<file path="src/mft_timer_map.svh">
// Register map, field positions, reset values and timing counts of the timer chain
`ifndef MFT_TIMER_MAP_SVH
`define MFT_TIMER_MAP_SVH
`define MFT_OFS_CTRL_STATUS 4'h8
`define MFT_OFS_RIPPLE_COUNT 4'h9
`define MFT_OFS_WDOG_CFG 4'ha
`define MFT_OFS_WDOG_SERVICE 4'hb
`define MFT_BIT_OVF_FLAG 7
`define MFT_BIT_PER_FLAG 6
`define MFT_BIT_OVF_IRQEN 5
`define MFT_BIT_PER_IRQEN 4
`define MFT_BIT_OVF_CLR 3
`define MFT_BIT_PER_CLR 2
`define MFT_RST_RATE 2'h3
`define MFT_RST_CTRL 8'h03
`define MFT_POR_CYCLES 4064
`define MFT_STOP_SHORT_CYCLES 1024
`endif

</file>
<file path="src/mft_timer_pkg.sv">
// Types shared by the timer chain
package mft_timer_pkg;
    typedef enum logic [3:0] {
        MFT_POWERUP = 4'b0001,
        MFT_RUN = 4'b0010,
        MFT_STOPPED = 4'b0100,
        MFT_RECOVER = 4'b1000
    } mft_state_t;
endpackage

</file>
<file path="src/mft_timer.sv">
// Multi-function timer chain with Avalon-MM register slave
`timescale 1ns/1ns
`default_nettype none
`include "mft_timer_map.svh"
module mft_timer
    import mft_timer_pkg::*;
#(
    parameter int CHAIN_W = 20,
    parameter int POR_CYCLES = `MFT_POR_CYCLES,
    parameter int STOP_SHORT_CYCLES = `MFT_STOP_SHORT_CYCLES
) (
    // Clock and reset
    input wire logic clk,
    input wire logic rstn,
    input wire logic clkEn,
    // Avalon-MM slave
    input wire logic [3:0] address,
    input wire logic read,
    input wire logic write,
    input wire logic [31:0] writedata,
    output logic [31:0] readdata,
    output logic waitrequest,
    // Core side
    input wire logic stopReq,
    input wire logic stopExit,
    input wire logic stopLongDelay,
    output logic irqReq,
    output logic coreResetReq,
    // External reset pin, open drain
    input wire logic extResetPin_n,
    output logic extResetOut,
    output logic extResetOe_n
);

    // Delay counter must hold the longer of the two recovery counts
    localparam int DELAY_MAX = (POR_CYCLES > STOP_SHORT_CYCLES) ? POR_CYCLES : STOP_SHORT_CYCLES;
    localparam int POR_W = $clog2(DELAY_MAX + 1);

    logic extSync1_reg, extSync2_reg;
    logic [CHAIN_W-1:0] chain_reg;
    logic [2:0] wdog_reg;
    logic wdogEn_reg;
    logic ovfFlag_reg, perFlag_reg, ovfEn_reg, perEn_reg;
    logic [1:0] rate_reg;
    logic [POR_W-1:0] delay_reg;
    mft_state_t state_reg;
    logic ackPend_reg;
    logic wdogFire_reg;
    logic [31:0] readdata_next;

    function automatic logic tap_bit(input logic [CHAIN_W-1:0] c, input logic [1:0] sel);
        tap_bit = c[13 + sel];
    endfunction

    function automatic logic hit(input logic [3:0] a, input logic [3:0] ofs);
        hit = (a == ofs);
    endfunction

    wire logic running = (state_reg == MFT_RUN);
    wire logic [CHAIN_W-1:0] chainInc = chain_reg + {{(CHAIN_W-1){1'b0}}, 1'b1};
    wire logic ovfEvent = running && (chain_reg[9:0] == 10'h3ff);
    wire logic tapRise = running && !tap_bit(chain_reg, rate_reg) && tap_bit(chainInc, rate_reg);
    wire logic wrStrobe = write && !ackPend_reg && clkEn;
    wire logic wrCtrl = wrStrobe && hit(address, `MFT_OFS_CTRL_STATUS);
    wire logic wdogService = wrStrobe && hit(address, `MFT_OFS_WDOG_SERVICE) && !writedata[0];
    wire logic wdogTimeout = running && wdogEn_reg && tapRise && (wdog_reg == 3'h7);
    wire logic stopEnter = running && stopReq;
    wire logic extReset = !extSync2_reg;

    // Pin synchroniser
    always_ff @(posedge clk) begin
        if (!rstn) begin
            extSync1_reg <= 1'b1;
            extSync2_reg <= 1'b1;
        end else if (clkEn) begin
            extSync1_reg <= extResetPin_n;
            extSync2_reg <= extSync1_reg;
        end
    end

    // Sequencing of power-up, run, stop and recovery
    always_ff @(posedge clk) begin
        if (!rstn) begin
            state_reg <= MFT_POWERUP;
            delay_reg <= '0;
        end else if (clkEn) begin
            case (state_reg)
                MFT_POWERUP: begin
                    delay_reg <= delay_reg + POR_W'(1);
                    if (delay_reg == POR_W'(POR_CYCLES - 1)) begin
                        state_reg <= MFT_RUN;
                        delay_reg <= '0;
                    end
                end
                MFT_RUN: begin
                    if (stopReq) begin
                        state_reg <= MFT_STOPPED;
                    end
                end
                MFT_STOPPED: begin
                    delay_reg <= '0;
                    if (stopExit) begin
                        state_reg <= MFT_RECOVER;
                    end
                end
                MFT_RECOVER: begin
                    delay_reg <= delay_reg + POR_W'(1);
                    if (delay_reg == (stopLongDelay ? POR_W'(POR_CYCLES - 1)
                                                   : POR_W'(STOP_SHORT_CYCLES - 1))) begin
                        state_reg <= MFT_RUN;
                        delay_reg <= '0;
                    end
                end
                default: begin
                    state_reg <= MFT_POWERUP;
                    delay_reg <= '0;
                end
            endcase
        end
    end

    // Divider chain; cleared on stop entry and held while in the stopped state
    always_ff @(posedge clk) begin
        if (!rstn) begin
            chain_reg <= '0;
        end else if (clkEn) begin
            if (extReset || wdogTimeout || stopEnter) begin
                chain_reg <= '0;
            end else if ((state_reg == MFT_POWERUP || (state_reg == MFT_RECOVER && stopLongDelay)) &&
                         delay_reg == POR_W'(POR_CYCLES - 1)) begin
                chain_reg <= '0;
            end else if (state_reg == MFT_RECOVER && !stopLongDelay &&
                         delay_reg == POR_W'(STOP_SHORT_CYCLES - 1)) begin
                chain_reg <= '0;
            end else if (state_reg != MFT_STOPPED) begin
                chain_reg <= chainInc;
            end
        end
    end

    // Watchdog divide-by-eight stage
    always_ff @(posedge clk) begin
        if (!rstn) begin
            wdog_reg <= '0;
            wdogFire_reg <= 1'b0;
        end else if (clkEn) begin
            wdogFire_reg <= wdogTimeout;
            if (extReset || stopEnter || wdogService || wdogTimeout) begin
                wdog_reg <= '0;
            end else if (wdogEn_reg && tapRise) begin
                wdog_reg <= wdog_reg + 3'h1;
            end
        end
    end

    // Watchdog enable, configuration register
    always_ff @(posedge clk) begin
        if (!rstn || extReset || wdogFire_reg) begin
            wdogEn_reg <= 1'b1;
        end else if (wrStrobe && hit(address, `MFT_OFS_WDOG_CFG) && !writedata[0]) begin
            wdogEn_reg <= 1'b0;
        end
    end

    // Control and status register
    always_ff @(posedge clk) begin
        if (!rstn || extReset || wdogFire_reg) begin
            ovfFlag_reg <= 1'b0;
            perFlag_reg <= 1'b0;
            ovfEn_reg <= 1'b0;
            perEn_reg <= 1'b0;
            rate_reg <= `MFT_RST_RATE;
        end else if (clkEn) begin
            if (stopEnter) begin
                ovfFlag_reg <= 1'b0;
                perFlag_reg <= 1'b0;
                ovfEn_reg <= 1'b0;
                perEn_reg <= 1'b0;
            end else begin
                if (ovfEvent) begin
                    ovfFlag_reg <= 1'b1;
                end else if (wrCtrl && writedata[`MFT_BIT_OVF_CLR]) begin
                    ovfFlag_reg <= 1'b0;
                end
                if (tapRise) begin
                    perFlag_reg <= 1'b1;
                end else if (wrCtrl && writedata[`MFT_BIT_PER_CLR]) begin
                    perFlag_reg <= 1'b0;
                end
                if (wrCtrl) begin
                    ovfEn_reg <= writedata[`MFT_BIT_OVF_IRQEN];
                    perEn_reg <= writedata[`MFT_BIT_PER_IRQEN];
                    rate_reg <= writedata[1:0];
                end
            end
        end
    end

    // Read mux
    always_comb begin
        readdata_next = 32'h0;
        if (hit(address, `MFT_OFS_CTRL_STATUS)) begin
            readdata_next[`MFT_BIT_OVF_FLAG] = ovfFlag_reg;
            readdata_next[`MFT_BIT_PER_FLAG] = perFlag_reg;
            readdata_next[`MFT_BIT_OVF_IRQEN] = ovfEn_reg;
            readdata_next[`MFT_BIT_PER_IRQEN] = perEn_reg;
            readdata_next[1:0] = rate_reg;
        end else if (hit(address, `MFT_OFS_RIPPLE_COUNT)) begin
            readdata_next[7:0] = chain_reg[9:2];
        end else if (hit(address, `MFT_OFS_WDOG_CFG)) begin
            readdata_next[0] = wdogEn_reg;
        end
    end

    // Bus answer one cycle after the request
    always_ff @(posedge clk) begin
        if (!rstn) begin
            ackPend_reg <= 1'b0;
            waitrequest <= 1'b1;
            readdata <= 32'h0;
        end else if (clkEn) begin
            ackPend_reg <= (read || write) && !ackPend_reg;
            waitrequest <= !((read || write) && !ackPend_reg);
            if (read && !ackPend_reg) begin
                readdata <= readdata_next;
            end
        end
    end

    // Interrupt and reset outputs
    always_ff @(posedge clk) begin
        if (!rstn) begin
            irqReq <= 1'b0;
            coreResetReq <= 1'b1;
            extResetOut <= 1'b0;
            extResetOe_n <= 1'b1;
        end else if (clkEn) begin
            irqReq <= (ovfFlag_reg && ovfEn_reg) || (perFlag_reg && perEn_reg);
            coreResetReq <= (state_reg == MFT_POWERUP) || wdogTimeout || wdogFire_reg;
            extResetOe_n <= !(wdogTimeout || wdogFire_reg);
        end
    end
endmodule
`default_nettype wire

</file>
<file path="config.mk">
export PLATFORM = sky130hd
export DESIGN_NAME = mft_timer
export DESIGN_NICKNAME = d
export VERILOG_FILES = /design/src/mft_timer_pkg.sv /design/src/mft_timer.sv
export VERILOG_INCLUDE_DIRS = /design/src /design/src/src
export SDC_FILE = /design/constraint.sdc
export NUM_CORES = 1
export LEC_CHECK = 0
export BUFFER_PORTS_ARGS = -buffer_cell sky130_fd_sc_hd__buf_4
export CAP_MARGIN = 20
export CORE_MARGIN = 2
export CORE_UTILIZATION = 49
export CTS_CLUSTER_SIZE = 14
export DETAILED_ROUTE_END_ITERATION = 8
export PLACE_DENSITY = 0.76
export REMOVE_ABC_BUFFERS = 1
export SKIP_CTS_REPAIR_TIMING = 1
export SLEW_MARGIN = 20
export SYNTH_ARGS = -nofsm -noshare
export SYNTH_HDL_FRONTEND = slang
export SYNTH_SLANG_ARGS = --single-unit
</file>
<file path="constraint.sdc">
create_clock -name clk -period 2.8 [get_ports clk]
set_input_delay 0.28 -clock clk [delete_from_list [all_inputs] [get_ports clk]]
set_output_delay 0.28 -clock clk [all_outputs]
set_load 0.02 [all_outputs]
</file>
==> results of run 1 <==
final cells by class:
| type | count | area, µm² |
|---|---|---|
| Fill cell | 596 | 2839 |
| Multi-Input combinational cell | 336 | 2061 |
| Sequential cell | 62 | 1241 |
| Timing Repair Buffer | 47 | 352.8 |
| Clock buffer | 11 | 151.4 |
| Tap cell | 96 | 120.1 |
| Clock inverter | 4 | 70.07 |
| Inverter | 9 | 33.78 |
cells by family (layout without fill, tap and decap cells):
kind of cell    Yosys count  after routing  synth area share
compound gates           87             89            0.1695
flops                    62             62            0.3539
mux                      19             19           0.06386
xor+xnor                 11             11           0.02747
buf+inv                  56             71           0.09597
simple gates            187            187            0.2704
fa+ha+maj                 5              5           0.01784
other cells               1             25          0.001069
path summary, 6_finish.rpt:
kind	startpoint	endpoint
worst min register to register	readdata[0]	readdata[0]
worst min-delay path	extResetPin_n	extSync1_reg
worst max register to register	delay_reg[5]	chain_reg[16]
worst max-delay path	delay_reg[5]	chain_reg[16]
per-layer routing:
metal  GRT usage  share of wire  vias up
li1            -              -     1580
met1      0.2778           0.43     1531
met2      0.3459           0.48      138
met3     0.04478          0.073       16
met4     0.06887          0.014        0
met5           0              0        -
per-stage QoR:
step | worst slack, ns | power (µW) | hold WS (ns)
detailed placement | 0.02923 | 1124 | 0.4554
CTS | 0.01535 | 2010 | 0.1639
global placement | 0.05824 | 1121 | 0.4513
finish | 0.1162 | 2004 | 0.1705
global route | 0.01704 | 2074 | 0.1719
floorplan | -0.01738 | 1053 | 0.3419
cell usage after synthesis (4+ instances only):
cell type | number | area, µm²
xor2_1 | 6 | 52.55
and3_1 | 7 | 43.79
a21o_1 | 7 | 52.55
nor2b_1 | 4 | 25.02
and4_1 | 6 | 52.55
nor2_1 | 42 | 157.7
dfxtp_1 | 62 | 1241
a21oi_1 | 15 | 75.07
or3_1 | 9 | 56.30
mux2_2 | 7 | 78.83
o311ai_0 | 6 | 52.55
mux2i_1 | 10 | 100.1
nor3_1 | 9 | 45.04
buf_4 | 26 | 195.2
o21ai_0 | 19 | 95.09
xnor2_1 | 5 | 43.79
inv_1 | 9 | 33.78
nand2b_1 | 4 | 25.02
nand3_1 | 25 | 125.1
a22oi_1 | 9 | 67.56
buf_2 | 11 | 55.05
ha_1 | 5 | 62.56
nand2_1 | 51 | 191.4
clkbuf_1 | 6 | 22.52
nand3b_1 | 4 | 30.03
nand4_1 | 10 | 62.56
and2_1 | 5 | 31.28
tightest hold or removal path: stages:
cell and delay [ns]:
buf_4 0.08, mux2i_1 0.06, nand2_1 0.06
power by group through the flow:
stage               Combinational (µW)  Clock, µW  Sequential, µW
finish                             201        890             913
global route                       221        939             915
CTS                                194        904             912
detailed placement                 192          0             932
global placement                   190          0             931
floorplan                          120          0             933
==> metrics.md, run 1 <==
| Metric | Value |
|---|---|
| Crit. End Element | flip-flop |
| Slew HR | 0.4374 |
| Antenna violations before repair | 0 |
| Via count | between 3k and 4k |
| Syn Std Cell Area | roughly 3500 µm² |
| PD cells | between 400 and 500 nW/µm² |
| Status | finished clean |
| Slew Limit Fails | 0 |
| RSZ-0062 raised after global routing | no |
| P_int | approximately 1500 µW |
| Clock tree buffer depth | 2 |
| Gate power share | 0.100 |
| Number of synthesized flops with an enable pin | 0 |
| Register bit count reported by yosys | 62 |
| First-pass GRT wire length | approximately 13 mm |
| Final core occ | 0.5867 |
| Slowest stage delay, CP | approximately 0.54 ns |
| Seq pwr share | 0.456 |
| Top_reg_cell synth | dfxtp_1 |
| Worst hold path depth | 3 |
| CTS tree | done |
| Drt pass-1 iters | 5 |
| Synthesis-to-layout area growth | 14.91% |
| Commonest cells after routing, fill and taps aside | dfxtp_1, nand2_1, buf_4 |
| Hold Vio Cnt, Final | 0 |
| Non-Filler Instances | 565 |
| Post-synthesis sequential area ratio | 0.3539 |
| Core Rows | 30 |
| Critical path required time | between 3 and 4 ns |
| Detailed Route Iter0 Violations | approximately 240 |
| RePlAce Congestion | 0.9009 |
| CP max FO | 14 |
| GRT overflow | 0 |
| Die area | between 7000 and 8000 µm² |
| Core Area | a little under 7000 µm² |
| Residual DRC | 0 |
| Sw Share | 0.2465 |
| Maxcap violations | 0 |
| Total track usage | 0.2110 |
| Vias/cell | approximately 5.8 |
| Syn. warnings | 0 |
| CP max-delay cell | o21ai_0 |
| Diodes inserted | 0 |
| Critical path depth | 8 |
| Bufs and invs on worst path | 1 |
| Port Buffers | 30 |
| Final setup vio count | 0 |
| Nets | slightly above 500 |
| Setup_tns | 0 ns |
| Mean post-synth cell area | ~8.2 µm² |
| CP top delay family | compound AO/OA/AOI/OAI gates |
| Hold crit path type | primary input to flip-flop |
| R2R cell count | 8 |
| CTS Buf Count | 9 |
| Clk_skew | roughly 0.0094 ns |
| Worst-Skew Late Latency | between 0.3 and 0.4 ns |
| Clock Power Share | 0.444 |
| Dpl cell area | 3760 µm² |
| Clock slew at reported path FFs | roughly 0.070 ns |
| Initial Util | 0.5106 |
| Max FFs per register | 20 |
| Design area | ~4000 µm² |
| Startpoint types | flip-flop |
| Clock Sinks | 62 |
| Total wire length | 8.512 mm |
| CP Class | flip-flop to flip-flop |
| Commonest non-fill, non-tap cell in the layout | dfxtp_1 |
| I/O Pins | 82 |
| Minimum clock period | 2.684 ns |
| Worst Path Arrival | ~2.9 ns |
| Most frequent CP cell | a21o_1 |
| Share of cells above drive strength 1 | 0.1770 |
| Yosys cell types | 60 |
| Max IR drop VDD | 0.2745 mV |
| WL/cell | around 15 µm |
| Vert. Die Dim | approximately 89 µm |
| Worst slew pin tran | 0.8362 ns |
| Inst Count DP | 547 |
| Static Leak | 0.001599 µW |
| Clock tree root driver cell | clkbuf_8 |
| Max Freq | 372.6 MHz |
| Switching power | between 400 and 500 µW |
| HPWL after detailed placement | a little under 6 mm |
| Synth async-reset ratio | 0 |
| Final period util | 0.9585 |
| H-tree depth | 3 |
| Antenna Violating Nets Remaining | 0 |
| Die W | 88.60 µm |
| Cells along the critical path | or3b_2, mux2_2, o22a_1, o21ai_0, a31oi_1, buf_4, a21o_1, a21o_1 |
| Pin count of the biggest net entering global routing | 26 |
| Mapped Cells | roughly 430 |
| Reg-to-reg setup timing slack | around 0.12 ns |
| Vias in the first global route | about 2.8k |
No activity file was read; power rests on OpenSTA's default activity.
==> inputs of run 2 (changes only) <==
--- a/config.mk
+++ b/config.mk
@@ -13,6 +13,7 @@
 export CTS_CLUSTER_SIZE = 14
 export DETAILED_ROUTE_END_ITERATION = 8
 export PLACE_DENSITY = 0.76
+export RECOVER_POWER = 25
 export REMOVE_ABC_BUFFERS = 1
 export SKIP_CTS_REPAIR_TIMING = 1
 export SLEW_MARGIN = 20
==> run 2 against run 1 <==
  * Global-route usage stayed put
  * Flip-flop and latch count stayed put
  * Critical path depth is 1 higher
  * Sequential power hardly changed
  * Clock skew hardly changed
  * Highest routed layer unchanged
  * Hold slack worse by 0.0044 ns
  * Combinational power hardly changed
  * Fmax hardly changed
  * Largest cell class unchanged
  * Clock power is 0.6% higher
  * Total power is 0.15% higher
  * Setup slack hardly changed
  * First-iteration DRC count is 1.3% higher
==> metrics.md, run 2 (same netlist as run 1, synthesis figures left out) <==
| Metric | Value |
|---|---|
| Status | finished clean |
| Reg-to-reg setup timing slack | 0.12 ns (about the same) |
| Final period util | 0.9587 (about the same) |
| Multi-input logic area | 2061 µm² (unchanged) |
| # fillers | 609 (+2.2%) |
| Slew Limit Fails | 0 (unchanged) |
| Hold Vio Cnt, Final | 0 (unchanged) |
| Critical path required time | 3.04 ns (about the same) |
| Drt pass-1 iters | 5 (unchanged) |
| Share of cells above drive strength 1 | 0.1514 (-0.02559) |
| HPWL after detailed placement | 5.801 mm (unchanged) |
| Commonest non-fill, non-tap cell in the layout | dfxtp_1 |
| CTS Buf Count | 9 (unchanged) |
| Total power | 2007 µW (+0.15%) |
| Diodes inserted | 0 (unchanged) |
| Clock slew at reported path FFs | 0.07 ns (about the same) |
| Antenna Violating Nets Remaining | 0 (unchanged) |
| R2R cell count | 9 (+1) |
| Core Rows | 30 (unchanged) |
| Worst Path Arrival | 2.92 ns (about the same) |
| Post-place setup slack | 0.02923 ns (unchanged) |
| PD cells | 503.6 nW/µm² (+1.3%) |
| CTS tree | done |
| Synthesis-to-layout area growth | 13.63% |
| Die W | 88.60 µm (unchanged) |
| Clk_skew | 0.009211 ns (-0.0001626 ns) |
| Final setup vio count | 0 (unchanged) |
| Core Area | 6869 µm² (unchanged) |
| Residual DRC | 0 (unchanged) |
| Max Freq | 372.5 MHz (about the same) |
| Max IR drop VDD | 0.2751 mV (+0.24%) |
| Die area | 7850 µm² (unchanged) |
| Initial Util | 0.5106 (unchanged) |
| Crit. End Element | flip-flop |
| Pin count of the biggest net entering global routing | 26 (unchanged) |
| Static Leak | 0.001551 µW (-3.0%) |
| Vias/cell | 5.798 (+0.34%) |
| Hold crit path type | primary input to flip-flop |
| Startpoint types | flip-flop |
| Slew HR | 0.4375 (about the same) |
| GRT overflow | 0 (unchanged) |
| Worst-Skew Late Latency | 0.34 ns (about the same) |
| Via count | 3,276 (+0.34%) |
| Setup_tns | 0 ns (unchanged) |
| Port Buffers | 30 (unchanged) |
| Worst slew pin tran | 0.8361 ns (-0.0001297 ns) |
| Max FFs per register | 20 (unchanged) |
| Final core occ | 0.5801 (-0.006557) |
| Commonest cells after routing, fill and taps aside | dfxtp_1, nand2_1, nor2_1 |
| Clock tree buffer depth | 2 (unchanged) |
| Clock Sinks | 62 (unchanged) |
| Worst hold path depth | 3 (unchanged) |
| Clock tree root driver cell | clkbuf_8 |
| I/O Pins | 82 (unchanged) |
| WL/cell | 15.10 µm (+0.22%) |
| Final setup margin | 0.1158 ns (-0.0004000 ns) |
| First-pass GRT wire length | 13.10 mm (unchanged) |
| Total track usage | 0.2110 (unchanged) |
| Total wire length | 8.531 mm (+0.22%) |
| Minimum clock period | 2.684 ns (+0.0004000 ns) |
| Vias in the first global route | 2,777 (unchanged) |
| Slowest stage delay, CP | 0.49 ns (-0.05 ns) |
| CP max FO | 14 (unchanged) |
| Nets | 515 (unchanged) |
| H-tree depth | 3 (unchanged) |
| Maxcap violations | 0 (unchanged) |
| Register Area | 1241 µm² (unchanged) |
| Cells along the critical path | ha_4, mux4_2, a2111o_1, a31oi_1, a32o_2, a31oi_1, buf_4, a21o_1, a21o_1 |
| CP Class | flip-flop to flip-flop |
| RSZ-0062 raised after global routing | no |
| CP max-delay cell | mux4_2 |
| Antenna violations before repair | 0 (unchanged) |
| Detailed Route Iter0 Violations | 242 (+1.3%) |
| Vert. Die Dim | 88.60 µm (unchanged) |
| RePlAce Congestion | 0.9009 (unchanged) |
## run 2: report_power, final
| group | leakage [µW] | internal (µW) | switching (µW) |
|---|---|---|---|
| logic | 0.000935 | 67.8 | 131 |
| registers | 0.000501 | 898 | 15.3 |
| clock network | 0.000115 | 542 | 353 |
## run 2: through the flow
step	cell area, µm²	hold slack (ns)	cells
final	3985	0.1661	565
after detailed placement	3760	0.4554	547
after global routing	3985	0.1719	565
after CTS	3981	0.1639	562
after floorplan	3294	0.3419	405
after global placement	3760	0.4513	547
## run 2: critical path, delay by kind of cell (launching register included)
family	cells	cell delay [ns]
compound gates	6	1.21
fa+ha+maj	1	0.29
buf+inv	1	0.23
flops	1	0.36
mux	1	0.49
## run 2: final timing paths
| check | start | to |
|---|---|---|
| setup / recovery | rate_reg[1] | chain_reg[16] |
| hold / removal | extResetPin_n | extSync1_reg |
| setup reg to reg | rate_reg[1] | chain_reg[16] |
| hold reg to reg | readdata[0] | readdata[0] |
## run 2: layer usage
layer | vias up | wire [µm] | track usage
li1 | 1581 | - | -
met1 | 1539 | 3709 | 0.2778
met2 | 142 | 4058 | 0.3459
met3 | 14 | 653 | 0.04478
met4 | 0 | 109 | 0.06887
met5 | - | 0 | 0
## run 2: layout make-up
class,count,share of cell area
inverters,9,0.008477
flip-flops and latches,62,0.3115
repair buffers,47,0.07724
clock inverters,4,0.01758
multi-input cells,336,0.5171
well taps,96,0.03014
clock buffers,11,0.03799
